===== src/common/brc_pkg.sv =====
// What this block does
// Override 00 makes operation follow the enable and bypass request pins only.
// Override 01 with enable high selects automatic boost/bypass, bypass pin ignored.
// Override 10 with enable high forces pass-through, bypass pin ignored.
// Override 11 with enable high forces shutdown with minimum output.
// Configuration bit 7 enables identification detection when 1; resets to 0.
// Configuration bit 3 (reset 1) selects power-good output, else shutdown input.
// Configuration bit 2 enables spread spectrum in PWM; resets to 0.
// Switching mode 01 is PFM with auto PWM, 10 forced PWM; 00 forbidden.
// Switching mode 11 gives auto PWM with level select low, forced PWM high.
// Floor register holds a 5-bit code in bits 4:0, 2.85V plus 50mV steps.
// Floor code resets to 01111, a 3.6V target.
// Ceiling register uses the same code, reset 10001, a 3.7V target.
// Current limit code 1000..1111 maps 1500mA..5000mA; resets to 1101.
// Thermal, bypass limit, boost limit and fault flags latch, cleared by reading.
// The device answers at 7-bit serial address 1110101 only.
// Status writes are ignored; other registers read back what was written.
// All fields take reset values at power-up and while enable is low.
package brc_pkg;
	localparam logic [6:0] DEV_ADDR = 7'h75;
	localparam logic [7:0] REG_CFG = 8'h01;
	localparam logic [7:0] REG_FLOOR = 8'h02;
	localparam logic [7:0] REG_CEIL = 8'h03;
	localparam logic [7:0] REG_LIMIT = 8'h04;
	localparam logic [7:0] REG_STAT = 8'h05;
	localparam logic [7:0] CFG_RST = 8'h09;
	localparam logic [7:0] FLOOR_RST = 8'h0f;
	localparam logic [7:0] CEIL_RST = 8'h11;
	localparam logic [7:0] LIMIT_RST = 8'h1d;
	localparam logic [7:0] ZERO_BYTE = 8'h00;
	localparam logic [7:0] STICKY_MASK = 8'h8e;
	localparam int CFG_ID_BIT = 7;
	localparam int CFG_OVR_MSB = 6;
	localparam int CFG_OVR_LSB = 5;
	localparam int CFG_PG_BIT = 3;
	localparam int CFG_SS_BIT = 2;
	localparam int CFG_PM_MSB = 1;
	localparam int CFG_PM_LSB = 0;
	localparam int CODE_MSB = 4;
	localparam int LIM_OFF_BIT = 5;
	localparam int LIM_SS_BIT = 4;
	localparam int LIM_CODE_MSB = 3;
	localparam int ST_THERM = 7;
	localparam int ST_HOT = 6;
	localparam int ST_PULSE = 5;
	localparam int ST_OP_MODE = 4;
	localparam int ST_BYP_LIM = 3;
	localparam int ST_BST_LIM = 2;
	localparam int ST_FAULT = 1;
	localparam int ST_POWER_GOOD = 0;
	localparam logic [1:0] OVR_HW = 2'h0;
	localparam logic [1:0] OVR_AUTO = 2'h1;
	localparam logic [1:0] OVR_BYPASS = 2'h2;
	localparam logic [1:0] OVR_SHUT = 2'h3;
	localparam logic [1:0] PM_FORCED = 2'h2;
	localparam logic [1:0] PM_BY_PIN = 2'h3;
	localparam logic [2:0] BIT_LAST = 3'h7;
	localparam int NUM_PINS = 6;
	localparam int PIN_SCL = 0;
	localparam int PIN_SDA = 1;
	localparam int PIN_EN = 2;
	localparam int PIN_BYP_N = 3;
	localparam int PIN_LVL = 4;
	localparam int PIN_PG = 5;
	localparam logic [5:0] PIN_RST = 6'h2b;

	typedef enum logic [1:0] {RUN_OFF, RUN_AUTO, RUN_BYPASS, RUN_SHUTDOWN} run_mode_t;

	typedef struct packed {
		run_mode_t run_mode;
		logic forced_pwm;
		logic spread_spectrum_enable;
		logic id_detect_enable;
		logic power_good_pin_role;
		logic [4:0] target_code;
		logic [3:0] current_limit_code;
		logic current_limit_disable;
		logic soft_start_limit;
	} ctrl_t;

	typedef struct packed {
		logic thermal_shutdown_event;
		logic hot_die_flag;
		logic pulse_mode_flag;
		logic operation_mode_flag;
		logic bypass_current_limit_event;
		logic boost_current_limit_event;
		logic fault_event;
		logic power_good_flag;
	} stat_t;
endpackage


===== src/rtl/boost_regulator_control_registers.sv =====
`timescale 1ns/100ps
module boost_regulator_control_registers (
	input wire logic clock_i,
	input wire logic sys_rst_i,
	input wire logic scl_i,
	input wire logic sda_i,
	output logic sda_o,
	output logic sda_oe_o,
	input wire logic enable_i,
	input wire logic bypass_request_n_i,
	input wire logic output_level_select_i,
	input wire logic pg_i,
	output logic pg_o,
	output logic pg_oe_o,
	input wire brc_pkg::stat_t status_i,
	output brc_pkg::ctrl_t ctrl_o
);
	typedef enum logic [3:0] {
		ST_IDLE, ST_ADDR, ST_ACK_ADDR, ST_PTR, ST_ACK_PTR, ST_WR, ST_ACK_WR, ST_RD, ST_RD_ACK
	} bus_state_t;

	logic [5:0] raw, s1_q, s2_q, s3_q, filt_q, filt_d, prev_q;
	logic scl_f, sda_f, en_f, byp_n_f, lvl_f, pg_f;
	logic scl_rise, scl_fall, start_det, stop_det;
	bus_state_t state_q, state_d;
	logic [2:0] cnt_q, cnt_d;
	logic [7:0] sh_q, sh_d, tx_q, tx_d, ptr_q, ptr_d, rd_data;
	logic rw_q, rw_d, oe_q, oe_d, wr_en, load, rd_stat;
	logic [7:0] cfg_q, cfg_d, floor_q, floor_d, ceil_q, ceil_d, lim_q, lim_d;
	logic [7:0] flags_q, flags_d, events, stat_view;
	brc_pkg::ctrl_t ctrl_q, ctrl_d;
	logic pg_oe_q, pg_oe_d, pin_ok;

	// Every pin crosses three flops; a level counts once the last two agree.
	assign raw = {pg_i, output_level_select_i, bypass_request_n_i, enable_i, sda_i, scl_i};
	for (genvar i = 0; i < brc_pkg::NUM_PINS; i++) begin : g_sync
		always_comb begin
			filt_d[i] = (s2_q[i] == s3_q[i]) ? s3_q[i] : filt_q[i];
		end
	end

	// Synchroniser and filtered pin registers.
	always_ff @(posedge clock_i or posedge sys_rst_i) begin
		if (sys_rst_i) begin
			s1_q <= brc_pkg::PIN_RST;
			s2_q <= brc_pkg::PIN_RST;
			s3_q <= brc_pkg::PIN_RST;
			filt_q <= brc_pkg::PIN_RST;
			prev_q <= brc_pkg::PIN_RST;
		end else begin
			s1_q <= raw;
			s2_q <= s1_q;
			s3_q <= s2_q;
			filt_q <= filt_d;
			prev_q <= filt_q;
		end
	end

	// Bus events are taken from the filtered lines so glitches never clock the shifter.
	assign scl_f = filt_q[brc_pkg::PIN_SCL];
	assign sda_f = filt_q[brc_pkg::PIN_SDA];
	assign en_f = filt_q[brc_pkg::PIN_EN];
	assign byp_n_f = filt_q[brc_pkg::PIN_BYP_N];
	assign lvl_f = filt_q[brc_pkg::PIN_LVL];
	assign pg_f = filt_q[brc_pkg::PIN_PG];
	assign scl_rise = scl_f & ~prev_q[brc_pkg::PIN_SCL];
	assign scl_fall = ~scl_f & prev_q[brc_pkg::PIN_SCL];
	assign start_det = scl_f & prev_q[brc_pkg::PIN_SCL] & prev_q[brc_pkg::PIN_SDA] & ~sda_f;
	assign stop_det = scl_f & prev_q[brc_pkg::PIN_SCL] & ~prev_q[brc_pkg::PIN_SDA] & sda_f;

	// Read view: live levels plus the latched event flags.
	always_comb begin
		stat_view = flags_q;
		stat_view[brc_pkg::ST_HOT] = status_i.hot_die_flag;
		stat_view[brc_pkg::ST_PULSE] = status_i.pulse_mode_flag;
		stat_view[brc_pkg::ST_OP_MODE] = status_i.operation_mode_flag;
		stat_view[brc_pkg::ST_POWER_GOOD] = status_i.power_good_flag;
		case (ptr_q)
			brc_pkg::REG_CFG: rd_data = cfg_q;
			brc_pkg::REG_FLOOR: rd_data = floor_q;
			brc_pkg::REG_CEIL: rd_data = ceil_q;
			brc_pkg::REG_LIMIT: rd_data = lim_q;
			brc_pkg::REG_STAT: rd_data = stat_view;
			default: rd_data = brc_pkg::ZERO_BYTE;
		endcase
	end

	// Serial target: bits are sampled on clock rise, the data line changes on clock fall.
	always_comb begin
		state_d = state_q;
		cnt_d = cnt_q;
		sh_d = sh_q;
		tx_d = tx_q;
		ptr_d = ptr_q;
		rw_d = rw_q;
		oe_d = oe_q;
		wr_en = 1'b0;
		load = 1'b0;
		if (start_det) begin
			state_d = ST_ADDR;
			cnt_d = '0;
			oe_d = 1'b0;
		end else if (stop_det) begin
			state_d = ST_IDLE;
			oe_d = 1'b0;
		end else if (scl_rise) begin
			case (state_q)
				ST_ADDR, ST_PTR, ST_WR: begin
					sh_d = {sh_q[6:0], sda_f};
					cnt_d = 3'(cnt_q + 3'h1);
					if (cnt_q == brc_pkg::BIT_LAST) begin
						if (state_q == ST_ADDR) begin
							rw_d = sda_f;
							state_d = (sh_q[6:0] == brc_pkg::DEV_ADDR) ? ST_ACK_ADDR : ST_IDLE;
						end else if (state_q == ST_PTR) begin
							ptr_d = sh_d;
							state_d = ST_ACK_PTR;
						end else begin
							wr_en = 1'b1;
							ptr_d = 8'(ptr_q + 8'h01);
							state_d = ST_ACK_WR;
						end
					end
				end
				ST_ACK_ADDR: begin
					if (rw_q) begin
						load = 1'b1;
					end else begin
						state_d = ST_PTR;
					end
				end
				ST_ACK_PTR, ST_ACK_WR: state_d = ST_WR;
				ST_RD: begin
					tx_d = {tx_q[6:0], 1'b0};
					cnt_d = 3'(cnt_q + 3'h1);
					if (cnt_q == brc_pkg::BIT_LAST) begin
						state_d = ST_RD_ACK;
					end
				end
				ST_RD_ACK: begin
					if (!sda_f) begin
						load = 1'b1;
					end else begin
						state_d = ST_IDLE;
					end
				end
				default: ;
			endcase
			if (load) begin
				tx_d = rd_data;
				ptr_d = 8'(ptr_q + 8'h01);
				cnt_d = '0;
				state_d = ST_RD;
			end
		end else if (scl_fall) begin
			case (state_q)
				ST_ACK_ADDR, ST_ACK_PTR, ST_ACK_WR: oe_d = 1'b1;
				ST_RD: oe_d = ~tx_q[7];
				default: oe_d = 1'b0;
			endcase
		end
	end
	assign rd_stat = load && (ptr_q == brc_pkg::REG_STAT);

	always_ff @(posedge clock_i or posedge sys_rst_i) begin
		if (sys_rst_i) begin
			state_q <= ST_IDLE;
			cnt_q <= '0;
			sh_q <= '0;
			tx_q <= '0;
			ptr_q <= '0;
			rw_q <= 1'b0;
			oe_q <= 1'b0;
		end else begin
			state_q <= state_d;
			cnt_q <= cnt_d;
			sh_q <= sh_d;
			tx_q <= tx_d;
			ptr_q <= ptr_d;
			rw_q <= rw_d;
			oe_q <= oe_d;
		end
	end

	// Register bank; a low enable pin holds every field at its reset value.
	always_comb begin
		events = '0;
		events[brc_pkg::ST_THERM] = status_i.thermal_shutdown_event;
		events[brc_pkg::ST_BYP_LIM] = status_i.bypass_current_limit_event;
		events[brc_pkg::ST_BST_LIM] = status_i.boost_current_limit_event;
		events[brc_pkg::ST_FAULT] = status_i.fault_event;
		cfg_d = cfg_q;
		floor_d = floor_q;
		ceil_d = ceil_q;
		lim_d = lim_q;
		// A new event in the readout cycle survives the clear.
		flags_d = (flags_q & ~(rd_stat ? brc_pkg::STICKY_MASK : brc_pkg::ZERO_BYTE)) | events;
		if (!en_f) begin
			cfg_d = brc_pkg::CFG_RST;
			floor_d = brc_pkg::FLOOR_RST;
			ceil_d = brc_pkg::CEIL_RST;
			lim_d = brc_pkg::LIMIT_RST;
			flags_d = brc_pkg::ZERO_BYTE;
		end else if (wr_en) begin
			case (ptr_q)
				brc_pkg::REG_CFG: cfg_d = sh_d;
				brc_pkg::REG_FLOOR: floor_d = sh_d;
				brc_pkg::REG_CEIL: ceil_d = sh_d;
				brc_pkg::REG_LIMIT: lim_d = sh_d;
				default: ;
			endcase
		end
	end

	always_ff @(posedge clock_i or posedge sys_rst_i) begin
		if (sys_rst_i) begin
			cfg_q <= brc_pkg::CFG_RST;
			floor_q <= brc_pkg::FLOOR_RST;
			ceil_q <= brc_pkg::CEIL_RST;
			lim_q <= brc_pkg::LIMIT_RST;
			flags_q <= brc_pkg::ZERO_BYTE;
		end else begin
			cfg_q <= cfg_d;
			floor_q <= floor_d;
			ceil_q <= ceil_d;
			lim_q <= lim_d;
			flags_q <= flags_d;
		end
	end

	// Control outputs; the power-good pin used as input can also force shutdown.
	assign pin_ok = cfg_q[brc_pkg::CFG_PG_BIT] | pg_f;
	always_comb begin
		ctrl_d = '0;
		if (!en_f) begin
			ctrl_d.run_mode = brc_pkg::RUN_OFF;
		end else if (!pin_ok) begin
			ctrl_d.run_mode = brc_pkg::RUN_SHUTDOWN;
		end else begin
			case (cfg_q[brc_pkg::CFG_OVR_MSB:brc_pkg::CFG_OVR_LSB])
				brc_pkg::OVR_HW: ctrl_d.run_mode = byp_n_f ? brc_pkg::RUN_AUTO : brc_pkg::RUN_BYPASS;
				brc_pkg::OVR_AUTO: ctrl_d.run_mode = brc_pkg::RUN_AUTO;
				brc_pkg::OVR_BYPASS: ctrl_d.run_mode = brc_pkg::RUN_BYPASS;
				default: ctrl_d.run_mode = brc_pkg::RUN_SHUTDOWN;
			endcase
		end
		// The forbidden code 00 falls back to automatic PWM entry.
		case (cfg_q[brc_pkg::CFG_PM_MSB:brc_pkg::CFG_PM_LSB])
			brc_pkg::PM_FORCED: ctrl_d.forced_pwm = 1'b1;
			brc_pkg::PM_BY_PIN: ctrl_d.forced_pwm = lvl_f;
			default: ctrl_d.forced_pwm = 1'b0;
		endcase
		ctrl_d.spread_spectrum_enable = cfg_q[brc_pkg::CFG_SS_BIT];
		ctrl_d.id_detect_enable = cfg_q[brc_pkg::CFG_ID_BIT];
		ctrl_d.power_good_pin_role = cfg_q[brc_pkg::CFG_PG_BIT];
		ctrl_d.target_code = lvl_f ? ceil_q[brc_pkg::CODE_MSB:0] : floor_q[brc_pkg::CODE_MSB:0];
		ctrl_d.current_limit_code = lim_q[brc_pkg::LIM_CODE_MSB:0];
		ctrl_d.current_limit_disable = lim_q[brc_pkg::LIM_OFF_BIT];
		ctrl_d.soft_start_limit = lim_q[brc_pkg::LIM_SS_BIT];
		pg_oe_d = cfg_q[brc_pkg::CFG_PG_BIT] & ~status_i.power_good_flag;
	end

	always_ff @(posedge clock_i or posedge sys_rst_i) begin
		if (sys_rst_i) begin
			ctrl_q <= '0;
			pg_oe_q <= 1'b0;
		end else begin
			ctrl_q <= ctrl_d;
			pg_oe_q <= pg_oe_d;
		end
	end

	// Both open-drain pins only ever pull low.
	assign sda_o = 1'b0;
	assign sda_oe_o = oe_q;
	assign pg_o = 1'b0;
	assign pg_oe_o = pg_oe_q;
	assign ctrl_o = ctrl_q;

	logic [1:0] ovr_sel;
	logic [1:0] pm_sel;

	// Field views keep the checks short and free of bare bit positions.
	assign ovr_sel = cfg_q[brc_pkg::CFG_OVR_MSB:brc_pkg::CFG_OVR_LSB];
	assign pm_sel = cfg_q[brc_pkg::CFG_PM_MSB:brc_pkg::CFG_PM_LSB];
endmodule // boost_regulator_control_registers

===== config.mk =====
export PLATFORM = sky130hd
export DESIGN_NAME = boost_regulator_control_registers
export DESIGN_NICKNAME = d
export VERILOG_FILES = /design/src/common/brc_pkg.sv /design/src/rtl/boost_regulator_control_registers.sv
export SDC_FILE = /design/constraint.sdc
export NUM_CORES = 1
export LEC_CHECK = 0
export BUFFER_PORTS_ARGS = -buffer_cell sky130_fd_sc_hd__buf_2
export CORE_UTILIZATION = 45
export DETAILED_ROUTE_END_ITERATION = 12
export REMOVE_ABC_BUFFERS = 1
export SLEW_MARGIN = 20
export SYNTH_ARGS = -nofsm -noshare
export SYNTH_HDL_FRONTEND = slang
export SYNTH_SLANG_ARGS = --single-unit

===== constraint.sdc =====
create_clock -name clock_i -period 3.1 [get_ports clock_i]
set_input_delay 0.155 -clock clock_i [delete_from_list [all_inputs] [get_ports clock_i]]
set_output_delay 0.155 -clock clock_i [all_outputs]
set_load 0.05 [all_outputs]

==> results.txt <==
The flow ran to the end, and the final reports show no timing, DRC or antenna violations. The antenna diode count is 0. The mean post-synth cell area came out at approximately 11 um^2. The count of warnings emitted by yosys is 0. The smallest clock period supported by the final layout is computed as between 2000 and 3000 ps. On the final layout, the worst clock skew is 9.840 ps.

The maximum buffer depth of the clock tree is 2. The most used flip-flop cell after synthesis is dfrtp_1. The launch point of the worst hold path is bypass_request_n_i. The multi-input gate area in the final layout is approximately 1900 um^2.

The number of antenna violations at the first check in global routing is 0. The starting density of the core is between 40 and 50%. For this run, the total global-route usage over all layers was measured as 22.16%. The final worst-path cycle share came out at 84.30%.

The count of nets left with antenna violations after detail routing came out at 0. The cell sitting at the root of the clock tree is a clkbuf_8. The worst setup path is of the flip-flop to flip-flop kind. In this run the critical register-to-register path is launched from state_q[3]$_DFFE_PP0P_. The fraction of registers with async set/reset is 100.0%. The static leakage is 2.843 nW.

The sum of negative setup slack came out at 0 ps. The remaining global-route overflow came out at 0. In this run the worst hold path is classified as input port to flip-flop. TritonCTS built the clock tree. The count of input and output buffers is 34. The insertion delay of the later-clocked pin in the worst-skew pair came out at 520 ps. The final-stage net count is ~510. The worst-case headroom to the max-slew limit came out at a little under 50%.

The worst hold slack is roughly 280 ps. Cells with a size suffix above 1 make up approximately a quarter of the layout. The number of enable-type register cells in the synthesized netlist is 0.

The number of H-tree levels came out at 4. The power density over the cells is about 630 nW/um^2. At the pin with the least slew margin, the transition time is 771.1 ps. The final cell utilization of the core came out at 55.59%. The storage element area came out at roughly 2900 um^2.

In this run the worst path has a maximum fanout of 13. The maximum clock rate is approximately 0.38 GHz. In this run the post-CTS setup repair buffer count came out at 0. The pre-CTS setup slack is 535.9 ps.

The wire length of the first global-routing pass is about 19 mm. The clock-pin slew on the worst setup and hold paths came out at roughly 60 ps. The hold violation total from the final report is 0. Detailed routing inserted a total of roughly 3.6k vias. The filler cell count in the final layout came out at 893.

The number of placed I/O pins came out at 37. The final weighted congestion in routability-driven placement came out at 0.8334. Counting every instance in the synthesized netlist gives between 400 and 500.

The standard cell core area is ~11000 um^2. The final number of max-transition violations is 0. Entering global routing, the biggest net connects approximately 60 pins.

The number of storage elements in the synthesis netlist is 113. The detail-routed via count per cell came out at ~5.7. The number of cell rows came out at 38. The unique cell type count in the Yosys netlist came out at 56. Before antenna repair, the detailed router went through 6 iterations. The number of global-route vias before repair was approximately 3.7k. Max-cap violations in this run came to 0.

Setup repair after global routing left no endpoint under its margin. The design draws approximately 0.0038 W. The die covers 11490 um^2. The number of sinks on the clock net is approximately 110.

The kind of end point of the critical path is a flip-flop. The worst path meets setup with a little under 500 ps of slack. The worst setup path is launched from a flip-flop. The number of failing setup endpoints in the final timing report is 0.

The wire length reported by the detailed router came out at between 10 and 15 mm. Clock tree synthesis inserted a total of 17 buffers. The post-synthesis to final-layout area growth is 20.54%. After synthesis, flip-flops and latches occupy between 50% and 60% of the total area. The critical path starts at state_q[3]$_DFFE_PP0P_. The width of the die came out at between 100 and 150 um.

After synthesis the cells add up to around 5000 um^2. The peak ir drop on the vdd network came out at 496.9 uV. After detailed routing, the average wire length per cell comes to 18.11 um. The number of DRC markers after the initial detailed-route iteration is 273. The worst endpoint required time is roughly 3500 ps. STA puts the critical path data arrival time at 3040 ps. For this run, design rule violations remaining after detail routing come to 0.

The floorplan die height came out at between 100 and 150 um. Once detailed placement completed, the half-perimeter wirelength came to 7.729 mm.
[synth_stat cells (8+ instances only)]
cell type	n	share of area, %
o211a_1	19	3.8
nand2_1	50	3.8
a31oi_1	13	1.6
dfstp_2	30	16
mux2i_1	21	4.2
a21oi_1	22	2.2
inv_1	22	1.7
dfrtp_1	83	42
nor2_1	15	1.1
a211o_1	8	1.4
clkbuf_1	15	1.1
a222oi_1	8	1.6
a221oi_1	8	1.4
o21ai_0	22	2.2
mux2_2	8	1.8
[stage by stage]
step | instance area (um^2) | instances
after global placement | 5288 | 594
after global routing | 6000 | 638
after CTS | 6000 | 638
final | 6000 | 638
after detailed placement | 5288 | 594
after floorplan | 4852 | 410
[worst max-delay path: stages (launching register included)]
cell and delay [ps]:
dfrtp_1 540, or3b_4 440, a211o_1 410, or4_1 690
a211o_1 280, a31oi_1 170
[path summary, 6_finish.rpt]
kind                                               end  slack (ps)  depth (start not counted)
worst max-delay path               tx_q[5]$_DFFE_PP0P_         490                          5
worst min-delay path                 s1_q[3]$_DFF_PP1_         280                          2
worst max register to register     tx_q[5]$_DFFE_PP0P_         490                          5
worst min register to register       s2_q[4]$_DFF_PP0_         350                          0
max in group asynchronous       floor_q[2]$_DFFE_PP1P_        2010                          4
min in group asynchronous         ctrl_o[16]$_DFF_PP0_         310                          3
[state kept, by name, indices dropped and copies added (netlist names), 8 cells and up]
register  flops
cfg_q         8
ceil_q        8
tx_q          8
floor_q       8
lim_q         8
ctrl_o       17
sh_q          8
ptr_q         8
[cells in the final DEF (no fill, tap or decap), drive strengths merged, types with 3 or more instances in the layout]
cell / count
maj3: 6
o211a: 19
a221oi: 8
o22ai: 5
nand4b: 3
mux2: 8
clkinvlp: 5
buf: 44
nand3: 7
a222oi: 8
a21oi: 22
nand2b: 3
nor3b: 3
dfstp: 30
nor4b: 3
clkinv: 5
inv: 23
clkbuf: 21
ha: 6
nand2: 50
nor3: 4
nor4: 4
mux2i: 21
a31oi: 13
nor2: 15
dlygate4sd3: 12
o21ai: 22
nor2b: 5
dfrtp: 83
a211o: 8
[cells by family (layout without fill, tap and decap cells)]
kind of cell             after synthesis  count (layout)  share of synthesized area [%]
flip-flops                           113             113                          57.57
multiplexers                          29              29                          6.033
other                                  1               2                        0.07534
buffers and inverters                 51             111                          4.323
adder cells (fa/ha/maj)               12              12                          2.715
AO/OA/AOI/OAI                        121             121                          17.72
AND/OR/NAND/NOR                      108             108                          11.21
XOR/XNOR                               2               2                         0.3520
[power by group]
group | total, W | switching, W | internal, W
Clock | 0.00188 | 0.000679 | 0.00120
Sequential | 0.00164 | 0.0000780 | 0.00156
Combinational | 0.000278 | 0.000179 | 0.0000992
Total | 0.00379 | 0.000936 | 0.00286
[routing by layer]
metal  vias to the layer above  routed length (um)  global-route usage [%]
met2                       108                5586                   34.10
met3                        21                 509                   4.802
met1                      1825                5219                   30.32
li1                       1693                   -                       -
met5                         -                   0                       0
met4                         0                 242                   9.295
[what timing repair did]
action,4_1_cts,5_1_grt
hold endpoints to repair,48,0
gates resized for setup,0,0
hold buffers,12,0
[area by class of cell]
class	instances	share of cell area (%)
clock buffer	21	8.196
clock inverter	11	1.668
inverter	23	1.481
multi-input combinational	274	31.68
sequential	113	47.76
tap	140	2.920
timing repair buffer	56	6.298
No activity file was read; power rests on OpenSTA's default activity.
